==> src/common/sbg_regs.vh <==
`ifndef SBG_REGS_VH
`define SBG_REGS_VH
// frame lengths in bit periods: start + data + stop
`define SBG_BITS_SHORT 4'd10
`define SBG_BITS_LONG 4'd11
// default bit period in clock cycles
`define SBG_BIT_CYCLES 16'd868
`define SBG_CNT_W 16
`endif

==> src/sbg_bit_timer.v <==
`timescale 1ns/1ps
`default_nettype none
module sbg_bit_timer #(
  parameter CNT_W = 16
) (
  input  wire             clock_i,
  input  wire             resetn_i,
  input  wire             restart_i,
  input  wire [CNT_W-1:0] period_i,
  output reg              tick_o
);
  reg [CNT_W-1:0] count;
  always @(posedge clock_i or negedge resetn_i) begin
    if (!resetn_i) begin
      count  <= {CNT_W{1'b0}};
      tick_o <= 1'b0;
    end else if (restart_i) begin
      // the restart edge is already the first cycle of the new bit period
      count  <= {{(CNT_W-1){1'b0}}, 1'b1};
      tick_o <= 1'b0;
    end else if (count >= period_i - {{(CNT_W-1){1'b0}}, 1'b1}) begin
      count  <= {CNT_W{1'b0}};
      tick_o <= 1'b1;
    end else begin
      count  <= count + {{(CNT_W-1){1'b0}}, 1'b1};
      tick_o <= 1'b0;
    end
  end
endmodule
`default_nettype wire

==> src/sbg_break_gen.v <==
// Overview of operation
// setting then clearing the break request sends exactly one break character
// a break holds the line low 10 bit periods, 11 with long words
// breaks repeat back to back while requested; none added after clearing
// transmitter enable going off then on sends one idle frame first
// a break following an idle frame still has the correct length
// software issues idle then break with interrupts masked, nothing between
// word-length zero means 8 data bits, one means 9; plus start and stop
`timescale 1ns/1ps
`default_nettype none
`include "sbg_regs.vh"
module sbg_break_gen #(
  parameter BIT_CYCLES = `SBG_BIT_CYCLES
) (
  input  wire clock_i,
  input  wire resetn_i,
  input  wire break_request_bit_i,
  input  wire transmitter_on_bit_i,
  input  wire word_long_i,
  output reg  serial_out_o,
  output reg  break_active_o,
  output reg  idle_active_o
);
  localparam ST_OFF   = 3'b001;
  localparam ST_IDLE  = 3'b010;
  localparam ST_BREAK = 3'b100;

  // control bits come from the cpu side but are synchronised anyway
  reg [1:0] sync_brk;
  reg [1:0] sync_te;
  reg [1:0] sync_m;
  always @(posedge clock_i or negedge resetn_i) begin
    if (!resetn_i) begin
      sync_brk <= 2'b00;
      sync_te  <= 2'b00;
      sync_m   <= 2'b00;
    end else begin
      sync_brk <= {sync_brk[0], break_request_bit_i};
      sync_te  <= {sync_te[0], transmitter_on_bit_i};
      sync_m   <= {sync_m[0], word_long_i};
    end
  end
  wire brk_req = sync_brk[1];
  wire te_on   = sync_te[1];
  wire m_long  = sync_m[1];

  // start plus data plus stop, chosen per word length
  function [3:0] frame_bits;
    input long_word;
    begin
      if (long_word)
        frame_bits = `SBG_BITS_LONG;
      else
        frame_bits = `SBG_BITS_SHORT;
    end
  endfunction

  function in_break;
    input [2:0] st;
    begin
      in_break = (st == ST_BREAK);
    end
  endfunction

  function in_idle;
    input [2:0] st;
    begin
      in_idle = (st == ST_IDLE);
    end
  endfunction

  reg  [2:0] state;
  reg  [2:0] next_state;
  reg  [3:0] bit_cnt;
  reg  [3:0] frame_len;
  reg        brk_pend;
  reg        idle_pend;
  reg        te_prev;
  wire       bit_tick;
  wire       start_frame;
  wire       frame_done;
  wire       te_rise;
  wire       brk_want;
  wire       idle_want;
  wire       brk_start;
  wire       idle_start;

  // last bit period of the frame in progress
  assign frame_done = bit_tick && (bit_cnt == frame_len - 4'd1);
  assign te_rise    = te_on && !te_prev;
  // a pulse shorter than an idle frame in progress survives in brk_pend; one during a break is not kept
  assign brk_want   = brk_req | brk_pend;
  assign idle_want  = te_rise | idle_pend;

  sbg_bit_timer #(
    .CNT_W(`SBG_CNT_W)
  ) u_timer (
    .clock_i  (clock_i),
    .resetn_i (resetn_i),
    .restart_i(start_frame),
    .period_i (BIT_CYCLES[`SBG_CNT_W-1:0]),
    .tick_o   (bit_tick)
  );

  always @* begin
    next_state = state;
    case (state)
      ST_OFF: begin
        // enable rising sends one idle frame ahead of any break
        if (idle_want) begin
          next_state = ST_IDLE;
        end else if (te_on && brk_want) begin
          next_state = ST_BREAK;
        end
      end
      ST_IDLE: begin
        // break starts on a fresh frame, so its length is whole
        if (frame_done) begin
          if (idle_want) begin
            next_state = ST_IDLE;
          end else if (te_on && brk_want) begin
            next_state = ST_BREAK;
          end else begin
            next_state = ST_OFF;
          end
        end
      end
      ST_BREAK: begin
        // repeat only while still requested; an idle request goes first
        if (frame_done) begin
          if (idle_want) begin
            next_state = ST_IDLE;
          end else if (te_on && brk_req) begin
            next_state = ST_BREAK;
          end else begin
            next_state = ST_OFF;
          end
        end
      end
      default: begin
        next_state = ST_OFF;
      end
    endcase
  end

  // any change of state or end of frame restarts the bit timer
  assign start_frame = (state != next_state) || frame_done;
  assign brk_start   = start_frame && in_break(next_state);
  assign idle_start  = start_frame && in_idle(next_state);

  always @(posedge clock_i or negedge resetn_i) begin
    if (!resetn_i) begin
      state <= ST_OFF;
    end else begin
      state <= next_state;
    end
  end

  always @(posedge clock_i or negedge resetn_i) begin
    if (!resetn_i) begin
      te_prev <= 1'b0;
    end else begin
      te_prev <= te_on;
    end
  end

  // a request seen outside a break is kept until its break starts; that break serves it,
  // so it is dropped there and no second break follows a short pulse
  always @(posedge clock_i or negedge resetn_i) begin
    if (!resetn_i) begin
      brk_pend <= 1'b0;
    end else if (brk_start) begin
      brk_pend <= 1'b0;
    end else if (brk_req && !in_break(state)) begin
      brk_pend <= 1'b1;
    end
  end

  // an enable toggle seen mid-frame waits for the frame to end
  always @(posedge clock_i or negedge resetn_i) begin
    if (!resetn_i) begin
      idle_pend <= 1'b0;
    end else if (idle_start) begin
      idle_pend <= 1'b0;
    end else if (te_rise) begin
      idle_pend <= 1'b1;
    end
  end

  // bit position within the frame on the line
  always @(posedge clock_i or negedge resetn_i) begin
    if (!resetn_i) begin
      bit_cnt <= 4'd0;
    end else if (start_frame) begin
      bit_cnt <= 4'd0;
    end else if (bit_tick) begin
      bit_cnt <= bit_cnt + 4'd1;
    end
  end

  // length latched once per frame, so a frame is never doubled
  always @(posedge clock_i or negedge resetn_i) begin
    if (!resetn_i) begin
      frame_len <= `SBG_BITS_SHORT;
    end else if (start_frame) begin
      frame_len <= frame_bits(m_long);
    end
  end

  // line idles high and is driven low only for a break
  always @(posedge clock_i or negedge resetn_i) begin
    if (!resetn_i) begin
      serial_out_o <= 1'b1;
    end else begin
      serial_out_o <= !in_break(next_state);
    end
  end

  always @(posedge clock_i or negedge resetn_i) begin
    if (!resetn_i) begin
      break_active_o <= 1'b0;
    end else begin
      break_active_o <= in_break(next_state);
    end
  end

  always @(posedge clock_i or negedge resetn_i) begin
    if (!resetn_i) begin
      idle_active_o <= 1'b0;
    end else begin
      idle_active_o <= in_idle(next_state);
    end
  end
endmodule
`default_nettype wire

==> config.mk <==
export PLATFORM = sky130hd
export DESIGN_NAME = sbg_break_gen
export DESIGN_NICKNAME = d
export VERILOG_FILES = /design/src/sbg_bit_timer.v /design/src/sbg_break_gen.v
export VERILOG_INCLUDE_DIRS = /design/src /design/src/common
export SDC_FILE = /design/constraint.sdc
export NUM_CORES = 1
export LEC_CHECK = 0
export ABC_AREA = 1
export BUFFER_PORTS_ARGS = -buffer_cell sky130_fd_sc_hd__buf_2
export CAP_MARGIN = 20
export CORE_AREA = 2 2 72 74
export CTS_BUF_LIST = sky130_fd_sc_hd__clkbuf_4
export DETAILED_ROUTE_END_ITERATION = 6
export DIE_AREA = 0 0 74 76
export GPL_TIMING_DRIVEN = 0
export RECOVER_POWER = 50
export REMOVE_ABC_BUFFERS = 1
export SLEW_MARGIN = 15
export SYNTH_ARGS = -nofsm -noshare
export SYNTH_HDL_FRONTEND = slang
export SYNTH_SLANG_ARGS = --single-unit
==> constraint.sdc <==
create_clock -name clock_i -period 5.4 [get_ports clock_i]
set_clock_uncertainty 0.1 [all_clocks]
set_input_delay 0.54 -clock clock_i [delete_from_list [all_inputs] [get_ports clock_i]]
set_output_delay 0.54 -clock clock_i [all_outputs]
set_load 0.1 [all_outputs]
Word-level counts from Yosys, hierarchy flattened:

Index checks and enable logic that the tools add are counted.
W data, S select, Z words.

* $add $sub $neg: 3
* magnitude comparators: 1
* equal/unequal tests: 7
* mux-type cells: 20
* bitwise operators: 2
* reductions and logical operators: 14

Operator list (number)
* $mux W16: 2
* $mux W3: 8
* $add A16 B1 Y16 const B: 1
* $ge A16 B10 Y1 const B: 1
* $pmux W3 S3: 1
* $mux W4: 2
* $logic_and A1 B1 Y1: 7
* $mux W1: 7
* $eq A3 B2 Y1 const B: 2
* $eq A3 B3 Y1 const B: 2
* $reduce_bool A2 Y1: 3
* $add A4 B1 Y4 const B: 1
* $eq A4 B4 Y1: 1
* $sub A4 B1 Y4 const B: 1
* $eq A3 B1 Y1 const B: 1
* $logic_not A1 Y1: 3
* $ne A3 B3 Y1: 1
* $or A1 B1 Y1: 2
* $logic_or A1 B1 Y1: 1

* register bits after elaboration: 40
* input port bits: 5
* output and inout port bits: 3
* word-level logic and storage cells: 61

Depth between registers and ports, before layout:

Gate-level depths: netlist (run 1).

* depth in word-level cells: 10
* gate-level depth with buffers: 14
* mapped depth without buffers: 14

Hierarchy:

Synthesis (run 1) repeated with hierarchy kept, for this count alone.

* cells, all modules: 338
* area total of the unflattened synthesis: 2583.7 um2

Modules (own cells, without submodules)
* sbg_bit_timer: instances 1, cells each 226, area an instance 1621.6 um2, sequential area each 425.4 um2
* sbg_break_gen: instances 1, cells each 112, area an instance 962.2 um2, sequential area each 503.0 um2

Worst setup path before layout (run 1):

OpenSTA, ideal clock, no wires.

* kind: register to register
* start point: reg u_timer.count[0]
* end point: reg u_timer.count[2]
* library setup time: 0.072 ns
* arrival: 1.567 ns
* data required time: 5.228 ns
* path slack: 3.661 ns
* cell stages (with the launch flop): 10
* path buffers: 0
* period minus slack after synthesis: 1.739 ns
* path through: dfrtp_1 ha_1 or2_2 nor3_1 nor2_1 o211ai_1 nand2_1 inv_1 nand3_4 nor2_1

* cells in the longest elaborated chain, start to end: 3
* elaborated cells on any way between the ends: 4
* those cells by class: 1 x add/sub; 1 x order compare; 2 x mux

Ends and longest elaborated chain
* start, declared: line sbg_bit_timer.v:12 `reg [CNT_W-1:0] count;`
* start signal, assigned: line sbg_bit_timer.v:15 `count <= {CNT_W{1'b0}};`
* start signal, assigned: line sbg_bit_timer.v:19 `count <= {{(CNT_W-1){1'b0}}, 1'b1};`
* start signal, assigned: line sbg_bit_timer.v:22 `count <= {CNT_W{1'b0}};`
* $add A16 B1 Y16 / $ge A16 B10 Y1 (equally long branches): line sbg_bit_timer.v:25, sbg_bit_timer.v:21
* $mux W16 *: line sbg_bit_timer.v:21 `end else if (count >= period_i - {{(CNT_W-1){1'b0}}, 1'b1}) begin`
* $mux W16 *: line sbg_bit_timer.v:17 `end else if (restart_i) begin`

Every way passes the cells marked *; elsewhere a longest branch is shown, timed or not.
A chain may end at the register's enable or synchronous reset.

Final worst setup path (run 1):

* start point: reg u_timer.count[0]
* end point: reg u_timer.count[6]

Same word-level chain as after synthesis.

==> results of run 1 <==
[worst paths after layout]
kind,end,slack (ns)
min,sync_m[0],0.20
min in group asynchronous,u_timer.count[4],0.60
max reg2reg,u_timer.count[6],3.43
max in group asynchronous,te_prev,3.49
max,u_timer.count[6],3.43
min reg2reg,sync_m[1],0.26
[state kept, by name, summed over array words and instances, names as in the netlist]
register and flops:
break_active_o 1, u_timer.count 16, te_prev 1, sync_m 2, sync_te 2, frame_len 1
sync_brk 2, brk_pend 1, idle_active_o 1, state 3, idle_pend 1, bit_cnt 4
serial_out_o 1, u_timer.tick_o 1
[power groups by stage]
| stage | logic, mW | clock network [mW] | registers (mW) |
|---|---|---|---|
| floorplan | 0.228 | 0 | 0.427 |
| global placement | 0.358 | 0 | 0.361 |
| detailed placement | 0.361 | 0 | 0.362 |
| CTS | 0.363 | 0.197 | 0.357 |
| global route | 0.399 | 0.209 | 0.363 |
| finish | 0.358 | 0.188 | 0.356 |
[critical path: stages (launching register included)]
cell	delay, ns
sky130_fd_sc_hd__dfrtp_1	0.42
sky130_fd_sc_hd__ha_1	0.23
sky130_fd_sc_hd__or2_2	0.29
sky130_fd_sc_hd__nor3_1	0.16
sky130_fd_sc_hd__nor2_1	0.06
sky130_fd_sc_hd__o211ai_1	0.16
sky130_fd_sc_hd__nand2_1	0.10
sky130_fd_sc_hd__inv_1	0.14
sky130_fd_sc_hd__nand3_4	0.14
sky130_fd_sc_hd__nor2_1	0.12
[metal layers]
layer  GRT usage, %  routed length [um]  vias to the layer above
met4           6.00                  70                        0
met2           15.9                1070                       19
met3           3.97                 100                        6
met1           15.0                1310                      509
li1               -                   -                      587
met5              0                   0                        -
[cell usage in the layout (no fill, tap or decap)]
cell,n
sky130_fd_sc_hd__dfrtp_1,35
sky130_fd_sc_hd__nand2_1,34
sky130_fd_sc_hd__nor2_1,21
sky130_fd_sc_hd__inv_1,16
sky130_fd_sc_hd__nand3_1,11
sky130_fd_sc_hd__xor2_1,7
sky130_fd_sc_hd__clkbuf_4,6
sky130_fd_sc_hd__buf_2,6
sky130_fd_sc_hd__conb_1,6
sky130_fd_sc_hd__inv_2,5
sky130_fd_sc_hd__nand4_1,5
sky130_fd_sc_hd__a21oi_1,5
sky130_fd_sc_hd__nand2_2,4
sky130_fd_sc_hd__nand3_4,3
sky130_fd_sc_hd__nor3_1,3
sky130_fd_sc_hd__nor2_2,2
sky130_fd_sc_hd__a21boi_0,2
sky130_fd_sc_hd__o211ai_1,2
sky130_fd_sc_hd__xnor2_1,2
sky130_fd_sc_hd__ha_1,2
sky130_fd_sc_hd__dfstp_2,2
sky130_fd_sc_hd__nand3_2,1
sky130_fd_sc_hd__nor3_2,1
sky130_fd_sc_hd__nand4_2,1
sky130_fd_sc_hd__o21ai_2,1
sky130_fd_sc_hd__o21ai_1,1
sky130_fd_sc_hd__o21ai_0,1
sky130_fd_sc_hd__nor2_4,1
sky130_fd_sc_hd__or4_1,1
sky130_fd_sc_hd__or2_2,1
sky130_fd_sc_hd__clkinv_1,1
sky130_fd_sc_hd__bufinv_16,1
sky130_fd_sc_hd__clkbuf_1,1
[area by class of cell]
| cell class | instances | area (um^2) | share of cell area (%) |
|---|---|---|---|
| clock buffers | 6 | 45.0 | 2.42 |
| clock inverters | 2 | 33.8 | 1.81 |
| inverters | 21 | 78.8 | 4.23 |
| multi-input cells | 118 | 656 | 35.2 |
| flip-flops and latches | 37 | 928 | 49.8 |
| well taps | 70 | 87.6 | 4.70 |
| repair buffers | 7 | 33.8 | 1.81 |
[cell families (layout without fill, tap and decap cells)]
group / count (synthesis) / after routing
and+or+nand+nor: 89 / 89
DFF: 37 / 37
buffers and inverters: 22 / 36
AOI/OAI and AO/OA: 12 / 12
xor gates and xnor gates: 9 / 9
adders and majority gates: 2 / 2
other: 1 / 6
[cells in the mapped netlist (all sizes together), types with 3 or more instances]
master,count
xor2,7
nor3,4
nand4,6
inv,21
a21oi,5
dfrtp,35
nand2,38
nor2,24
nand3,15
o21ai,3
==> reports/qor.log, run 1 <==
INFO  run_status     run_status=finished, violations left
INFO  run_status     failing_checks=max-capacitance violations, max-slew violations
INFO  global_route   first_global_vias=1109
INFO  global_route   grt_pass1_wl=4.82mm
INFO  placement      half_perimeter_wire_length_of_the_detailed_placement_result=1.84mm
INFO  timing         timing.final.hold_violations=0
INFO  clock_tree     clk_path_buf_depth=2
INFO  synthesis      synth_compound_gate_area_share=4.47%
INFO  timing         worst_slew_pin_slew=1.91ns
INFO  floorplanning  die_area=5620um^2
INFO  clock_tree     cts_repair_resize_count=0
INFO  drt            wl_per_cell=9.75um
INFO  critical_path  setup.worst_path.class=register to register
INFO  synthesis      seq_area_frac_synth=56.2%
INFO  clock_tree     clk_pin_slew=0.11ns
INFO  synthesis      synth_enable_flop_cells=0
INFO  synthesis      yosysTopAreaCell=sky130_fd_sc_hd__dfrtp_1
INFO  synthesis      post_synthesis_async_set_or_reset_flop_share=100%
INFO  global_route   grt_max_degree=38
INFO  critical_path  worstPathRequired=5.58ns
INFO  drt            via_count=1121
INFO  synthesis      synth_xor_area_share=4.77%
INFO  floorplanning  start_util=33.6%
INFO  floorplanning  coreArea=4910um^2
INFO  placement      port_buffers=7
INFO  pwr            power.switching_fraction=41.8%
INFO  synthesis      synth_adder_area_share=1.52%
INFO  critical_path  critical_path_arrival=2.15ns
INFO  timing         max_freq=0.508GHz
INFO  floorplanning  core.rowCount=26
INFO  pwr            power.density_cell_area=484nW/um^2
INFO  pwr            p_int=524uW
INFO  drt            drt_first_pass_iters=4
INFO  floorplanning  io_pins=8
INFO  global_route   track_usage=11.3%
INFO  placement      gpl.final_weighted_congestion=0.888
INFO  synthesis      synthTopCellsByArea=sky130_fd_sc_hd__dfrtp_1 53%, sky130_fd_sc_hd__nand2_1 7.7%, sky130_fd_sc_hd__nor2_1 4.8%
INFO  final_layout   post-route-cell-area=1860um^2
INFO  drt            wl=2.55mm
INFO  timing         final_max_slew_viol_count=38
INFO  placement      place_ws=3.45ns
INFO  global_route   grt-ovfl-total=0
INFO  synthesis      syn_std_cell_area=1650um^2
INFO  clock_tree     cts.root.buffer_cell=sky130_fd_sc_hd__clkbuf_4
INFO  critical_path  startpoint_type=register
INFO  synthesis      post_synth.cell_area_avg=9.60um^2
INFO  hold_path      worst_hold_path.num_cells=1
INFO  pwr            share_of_power_burned_in_the_clock_network=20.8%
INFO  timing         timing.hold.ws=0.201ns
INFO  critical_path  cp_max_fo=8
INFO  clock_tree     post-cts-setup-buffer-count=0
INFO  floorplanning  die_height=76um
INFO  pwr            power_leakage=0.865nW
INFO  timing         report.final.setup_viol=0
INFO  synthesis      synth-main-ff-cell=sky130_fd_sc_hd__dfrtp_1
INFO  timing         timing.max_slew.rel_slack=-27.1%
INFO  timing         final_min_period_over_clock_period=36.4%
INFO  synthesis      synth_seq_cells=37
INFO  drt            final_antenna_net_count=0
INFO  hold_path      hold_crit_path_type=input pin to register
INFO  synthesis      yosysTopAreaCellShare=53.0%
INFO  synthesis      synthSimpleGateAreaFrac=27.6%
INFO  pwr            switchingPower=377uW
INFO  run            max_cap_viol_count=1
INFO  final_layout   fin_nets=197
INFO  placement      placedCellCount=253
INFO  timing         postLayoutSetupSlackWorst=3.43ns
INFO  critical_path  crit_start=u_timer.count[0]
INFO  final_layout   area_growth=12.8%
INFO  floorplanning  die_width=74um
INFO  final_layout   number_of_filler_instances_in_the_final_layout=493
INFO  pwr            pwr-share-seq=39.4%
INFO  clock_tree     insertion_delay=0.34ns
INFO  final_layout   drive_above_1_share=18.3%
INFO  critical_path  ff2ff_path_depth=9
INFO  clock_tree     cts_sinks=37
INFO  clock_tree     hold_bufs_inserted_after_cts=0
INFO  timing         setup-tns-final=0ns
INFO  pwr            combPwrFrac=39.7%
INFO  critical_path  timing.rr.start=u_timer.count[0]
INFO  clock_tree     ctsHtreeMaxLevel=2
INFO  synthesis      synth_top_family_by_area=simple AND/OR/NAND/NOR gates
INFO  pwr            ir_worst_vdd=0.000200V
INFO  synthesis      synthesis.instances=172
INFO  clock_tree     number_of_buffers_created_by_cts=5
INFO  hold_path      worstHoldStart=word_long_i
INFO  clock_tree     tritoncts=yes
INFO  drt            drc=0
INFO  timing         min_period=1.97ns
INFO  timing         rsz_0062_raised_after_global_routing=false
INFO  synthesis      synthesis.yosys.warnings=0
INFO  final_layout   post_layout_nonfiller_instances=261
INFO  final_layout   antenna_cells_inserted=0
INFO  pwr            fin_total_pwr=902uW
INFO  synthesis      netlist-cell-type-count=29
INFO  placement      total_placed_instance_area=1790um^2
INFO  drt            drt_first_iter_violations=44
INFO  synthesis      synth_mux_area_share=0%
INFO  critical_path  critPathCaptureType=register
INFO  final_layout   finalCoreUtilization=37.9%
INFO  global_route   grt_antenna_before_repair=0
INFO  drt            vias_per_cell=4.30
No activity file was read; power rests on OpenSTA's default activity.
==> run 2: changes to the inputs <==
==> constraint.sdc (replaced) <==
create_clock -name clock_i -period 1.92 [get_ports clock_i]
set_clock_uncertainty 0.1 [all_clocks]
set_input_delay 0.192 -clock clock_i [delete_from_list [all_inputs] [get_ports clock_i]]
set_output_delay 0.192 -clock clock_i [all_outputs]
set_load 0.1 [all_outputs]
==> reports/qor.log, run 2 (synthesis results as in run 1) <==
INFO  run_status     run_status=finished, violations left
INFO  run_status     failing_checks=negative setup slack
INFO  timing         max_freq=0.512GHz
INFO  final_layout   post-route-cell-area=2050um^2
INFO  final_layout   reg_top3=u_timer.count (16), bit_cnt (4), state (3)
INFO  final_layout   largest_reg_flops=16
INFO  clock_tree     clk_path_buf_depth=2
INFO  final_layout   final-seq-area=931um^2
INFO  timing         postLayoutSetupSlackWorst=-0.0321ns
INFO  floorplanning  core.rowCount=26
INFO  pwr            combPwrFrac=45.8%
INFO  pwr            power.density_cell_area=1390nW/um^2
INFO  final_layout   final_cell_mix=33 x sky130_fd_sc_hd__dfrtp_1, 30 x sky130_fd_sc_hd__nand2_1, 16 x sky130_fd_sc_hd__nor2_1
INFO  drt            routed_met3_length=108um
INFO  placement      placedCellCount=253
INFO  timing         report.final.setup_viol=7
INFO  floorplanning  coreArea=4910um^2
INFO  placement      total_placed_instance_area=1790um^2
INFO  critical_path  number_of_buffers_and_inverters_on_the_critical_path=3
INFO  timing         worst_slew_pin_slew=0.883ns
INFO  clock_tree     cts.root.buffer_cell=sky130_fd_sc_hd__clkbuf_4
INFO  pwr            p_int=1.64mW
INFO  placement      half_perimeter_wire_length_of_the_detailed_placement_result=1.84mm
INFO  timing         final_min_period_over_clock_period=102%
INFO  critical_path  timing.critical_path.slowest_cell_delay=0.57ns
INFO  final_layout   layout.cells.most_common=sky130_fd_sc_hd__dfrtp_1
INFO  run            max_cap_viol_count=0
INFO  floorplanning  start_util=33.6%
INFO  drt            drc=0
INFO  timing         min_period=1.95ns
INFO  pwr            ir_worst_vdd=0.000634V
INFO  critical_path  cp_max_fo=8
INFO  drt            final_antenna_net_count=0
INFO  final_layout   fin_nets=212
INFO  final_layout   finalCoreUtilization=41.8%
INFO  clock_tree     number_of_buffers_created_by_cts=5
INFO  critical_path  crit_top_cell=sky130_fd_sc_hd__nand2_2
INFO  critical_path  cpLargestDelayFamily=simple AND/OR/NAND/NOR gates
INFO  drt            wl_per_cell=10.3um
INFO  clock_tree     tritoncts=yes
INFO  clock_tree     cts_sinks=37
INFO  final_layout   area_growth=24.4%
INFO  drt            vias_per_cell=4.30
INFO  pwr            power_leakage=0.943nW
INFO  global_route   track_usage=11.3%
INFO  floorplanning  die_width=74um
INFO  critical_path  cp_cell_sequence=inv_4, nor3_4, inv_2, o21ai_2, nand2_2, nand2_4, inv_4, nand2_2, nand2_2, nor2_4, nand3_4, nor2_2
INFO  clock_tree     clk_pin_slew=0.11ns
INFO  drt            drt_first_iter_violations=54
INFO  critical_path  worstPathRequired=2.10ns
INFO  global_route   grt_antenna_before_repair=0
INFO  final_layout   regMostFlops=u_timer.count
INFO  pwr            pwr-share-seq=35.6%
INFO  timing         timing.max_slew.rel_slack=41.1%
INFO  floorplanning  die_height=76um
INFO  floorplanning  io_pins=8
INFO  drt            routed-wl-met2=1.25mm
INFO  floorplanning  die_area=5620um^2
INFO  drt            via_count=1186
INFO  critical_path  slowest_stage=sky130_fd_sc_hd__dfstp_2
INFO  timing         rsz_0062_raised_after_global_routing=true
INFO  global_route   first_global_vias=1116
INFO  final_layout   drive_above_1_share=31.1%
INFO  critical_path  critical_path_arrival=2.13ns
INFO  global_route   grt_max_degree=38
INFO  drt            drt_first_pass_iters=4
INFO  drt            wl_met1=1.42mm
INFO  placement      gpl.final_weighted_congestion=0.888
INFO  critical_path  setup.worst_path.class=register to register
INFO  hold_path      hold_crit_path_type=register to register
INFO  clock_tree     ctsHtreeMaxLevel=2
INFO  drt            dr.max_layer_used=met4
INFO  global_route   grt-ovfl-total=0
INFO  final_layout   number_of_filler_instances_in_the_final_layout=472
INFO  clock_tree     insertion_delay=0.34ns
INFO  final_layout   post_layout_nonfiller_instances=276
INFO  final_layout   area_of_the_multi_input_gates=723um^2
INFO  timing         timing.final.hold_violations=0
INFO  pwr            power.switching_fraction=42.5%
INFO  global_route   grt_pass1_wl=4.85mm
INFO  placement      port_buffers=7
INFO  drt            wl=2.84mm
INFO  timing         timing.hold.ws=0.257ns
INFO  timing         final_max_slew_viol_count=0
INFO  final_layout   antenna_cells_inserted=0
INFO  critical_path  startpoint_type=register
INFO  pwr            share_of_power_burned_in_the_clock_network=18.6%
INFO  critical_path  critPathCaptureType=register
INFO  pwr            switchingPower=1.21mW
==> run 2: area by class of cell <==
type                       instances  share of cell area [%]
sequential                        37                    45.3
tap                               70                    4.26
inverter                          21                    4.08
multi-input combinational        119                    35.2
timing repair buffer              21                    7.31
clock buffer                       6                    2.19
clock inverter                     2                    1.64
==> run 2: per-stage QoR <==
| step | TNS [ns] | total power [mW] | setup slack, ns |
|---|---|---|---|
| floorplan | 0 | 1.84 | 0.181 |
| global placement | 0 | 2.02 | 0.00266 |
| detailed placement | -0.0946 | 2.03 | -0.0271 |
| CTS | 0 | 2.62 | 0.00735 |
| global route | -1.58 | 3.05 | -0.163 |
| finish | -0.151 | 2.86 | -0.0321 |
==> run 2: path summary, 6_finish.rpt <==
| check | startpoint | endpoint | slack [ns] | depth (start not counted) |
|---|---|---|---|---|
| min in group asynchronous | resetn_i | u_timer.count[4] | 0.39 | 2 |
| max reg2reg | state[0] | u_timer.count[2] | -0.03 | 12 |
| min reg2reg | sync_m[0] | sync_m[1] | 0.26 | 0 |
| max in group asynchronous | resetn_i | bit_cnt[0] | 0.72 | 2 |
| max | state[0] | u_timer.count[2] | -0.03 | 12 |
| min | sync_m[0] | sync_m[1] | 0.26 | 0 |
==> run 2: power groups by stage <==
stage	Combinational (mW)	Clock (mW)	Sequential (mW)
floorplan	0.642	0	1.20
global placement	1.01	0	1.02
detailed placement	1.02	0	1.02
CTS	1.05	0.555	1.01
global route	1.43	0.588	1.03
finish	1.31	0.533	1.02
==> run 2: metal layers <==
metal / global-route usage (%) / vias up
li1: - / 611
met3: 3.97 / 6
met4: 6.00 / 0
met1: 15.1 / 545
met2: 15.9 / 24
met5: 0 / -
==> run 2: repair_timing <==
action / CTS / global route
endpoints found under the setup margin: 9 / 17
cloned: 0 / 1
buffers inserted: 1 / 9
hold buffers: 4 / 0
endpoints found under the hold margin: 38 / 0
gates resized for setup: 3 / 20
pin swaps: 0 / 18
==> run 3: changes to the inputs <==
==> constraint.sdc (replaced) <==
create_clock -name clock_i -period 2.3 [get_ports clock_i]
set_clock_uncertainty 0.1 [all_clocks]
set_input_delay 0.23 -clock clock_i [delete_from_list [all_inputs] [get_ports clock_i]]
set_output_delay 0.23 -clock clock_i [all_outputs]
set_load 0.1 [all_outputs]
==> reports/qor.log, run 3 (synthesis results as in run 1) <==
INFO  run_status     run_status=complete, no violations
INFO  critical_path  cp_max_fo=8
INFO  drt            drt_first_pass_iters=4
INFO  global_route   grt-ovfl-total=0
INFO  drt            wl_per_cell=9.69um
INFO  placement      gpl.final_weighted_congestion=0.888
INFO  final_layout   reg_top3=u_timer.count (16), bit_cnt (4), state (3)
INFO  timing         setup-tns-final=0ns
INFO  clock_tree     number_of_buffers_created_by_cts=5
INFO  timing         final_min_period_over_clock_period=85.6%
INFO  global_route   track_usage=11.2%
INFO  floorplanning  die_height=76um
INFO  placement      half_perimeter_wire_length_of_the_detailed_placement_result=1.84mm
INFO  run            max_cap_viol_count=0
INFO  critical_path  startpoint_type=register
INFO  drt            vias_per_cell=4.30
INFO  drt            drt_first_iter_violations=49
INFO  final_layout   antenna_cells_inserted=0
INFO  clock_tree     cts_sinks=37
INFO  global_route   grt_pass1_wl=4.81mm
INFO  drt            via_count=1139
INFO  clock_tree     tritoncts=yes
INFO  timing         worst_slew_pin_slew=0.891ns
INFO  floorplanning  io_pins=8
INFO  timing         final_max_slew_viol_count=0
INFO  drt            final_antenna_net_count=0
INFO  final_layout   largest_reg_flops=16
INFO  pwr            power.density_cell_area=1120nW/um^2
INFO  timing         timing.max_slew.rel_slack=40.6%
INFO  clock_tree     insertion_delay=0.34ns
INFO  clock_tree     ctsHtreeMaxLevel=2
INFO  final_layout   drive_above_1_share=18.5%
INFO  floorplanning  start_util=33.6%
INFO  critical_path  worstPathRequired=2.48ns
INFO  clock_tree     clk_pin_slew=0.11ns
INFO  pwr            power_leakage=0.884nW
INFO  final_layout   final_cell_mix=35 x sky130_fd_sc_hd__dfrtp_1, 34 x sky130_fd_sc_hd__nand2_1, 21 x sky130_fd_sc_hd__nor2_1
INFO  pwr            fin_total_pwr=2.12mW
INFO  global_route   first_global_vias=1112
INFO  critical_path  setup.worst_path.class=register to register
INFO  final_layout   regMostFlops=u_timer.count
INFO  timing         max_freq=0.508GHz
INFO  global_route   grt_antenna_before_repair=0
INFO  placement      port_buffers=7
INFO  floorplanning  die_width=74um
INFO  pwr            ir_worst_vdd=0.000470V
INFO  critical_path  critical_path_arrival=2.15ns
INFO  drt            wl=2.57mm
INFO  critical_path  ff2ff_path_depth=9
INFO  critical_path  critPathCaptureType=register
INFO  hold_path      hold_crit_path_type=register to register
INFO  final_layout   layout.cells.most_common=sky130_fd_sc_hd__dfrtp_1
INFO  timing         rsz_0062_raised_after_global_routing=false
INFO  floorplanning  die_area=5620um^2
INFO  clock_tree     cts.root.buffer_cell=sky130_fd_sc_hd__clkbuf_4
INFO  floorplanning  core.rowCount=26
INFO  hold_path      worst_hold_path.num_cells=0
INFO  timing         timing.final.hold_violations=0
INFO  drt            drc=0
INFO  timing         min_period=1.97ns
INFO  final_layout   fin_nets=201
INFO  final_layout   area_growth=15.3%
INFO  global_route   grt_max_degree=38
INFO  timing         report.final.setup_viol=0
INFO  clock_tree     clk_path_buf_depth=2
INFO  floorplanning  coreArea=4910um^2
## run 3: final cells by class
type / instances / area [um^2]
fillers: 488 / 3010
flip-flops and latches: 37 / 928
multi-input cells: 118 / 656
well taps: 70 / 87.6
inverters: 21 / 78.8
repair buffers: 11 / 75.1
clock buffers: 6 / 45.0
clock inverters: 2 / 33.8
## run 3: repair_timing
item	4_1_cts	5_1_grt
hold buffers	4	0
resized for setup	0	0
setup buffers	0	0
hold endpoints to repair	38	0
## run 3: metrics by stage
| step | cell area (um^2) | std cells | utilization, % | hold WS (ns) | worst slack, ns |
|---|---|---|---|---|---|
| final | 1900 | 265 | 38.8 | 0.256 | 0.332 |
| after global routing | 1900 | 265 | 38.8 | 0.266 | 0.180 |
| after CTS | 1900 | 265 | 38.8 | 0.259 | 0.308 |
| after detailed placement | 1790 | 253 | 36.3 | 0.235 | 0.353 |
| after global placement | 1790 | 253 | 36.3 | 0.232 | 0.383 |
| after floorplan | 1660 | 176 | - | -0.166 | 0.561 |
## run 3: metal layers
layer / track usage [%] / vias to the layer above / wire [um]
li1: - / 593 / -
met1: 14.9 / 521 / 1320
met2: 15.8 / 19 / 1080
met3: 3.97 / 6 / 95
met4: 6.00 / 0 / 70
met5: 0 / - / 0
## run 3: power breakdown
part | internal [mW] | leakage (nW) | switching (mW)
combinational | 0.232 | 0.378 | 0.615
sequential | 0.766 | 0.463 | 0.0699
clock | 0.238 | 0.0433 | 0.203
total | 1.24 | 0.884 | 0.888
## run 3: final timing paths
path,startpoint,slack (ns),endpoint
min reg2reg,sync_m[0],0.26,sync_m[1]
max,u_timer.count[0],0.33,u_timer.count[6]
min,sync_m[0],0.26,sync_m[1]
min in group asynchronous,resetn_i,0.43,u_timer.count[4]
max reg2reg,u_timer.count[0],0.33,u_timer.count[6]
max in group asynchronous,resetn_i,1.11,te_prev
## run 3: worst max-delay path, stage by stage (launching register included)
cell                       delay (ns)
sky130_fd_sc_hd__dfrtp_1         0.42
sky130_fd_sc_hd__ha_1            0.23
sky130_fd_sc_hd__or2_2           0.29
sky130_fd_sc_hd__nor3_1          0.16
sky130_fd_sc_hd__nor2_1          0.06
sky130_fd_sc_hd__o211ai_1        0.16
sky130_fd_sc_hd__nand2_1         0.10
sky130_fd_sc_hd__inv_1           0.14
sky130_fd_sc_hd__nand3_4         0.14
sky130_fd_sc_hd__nor2_1          0.12
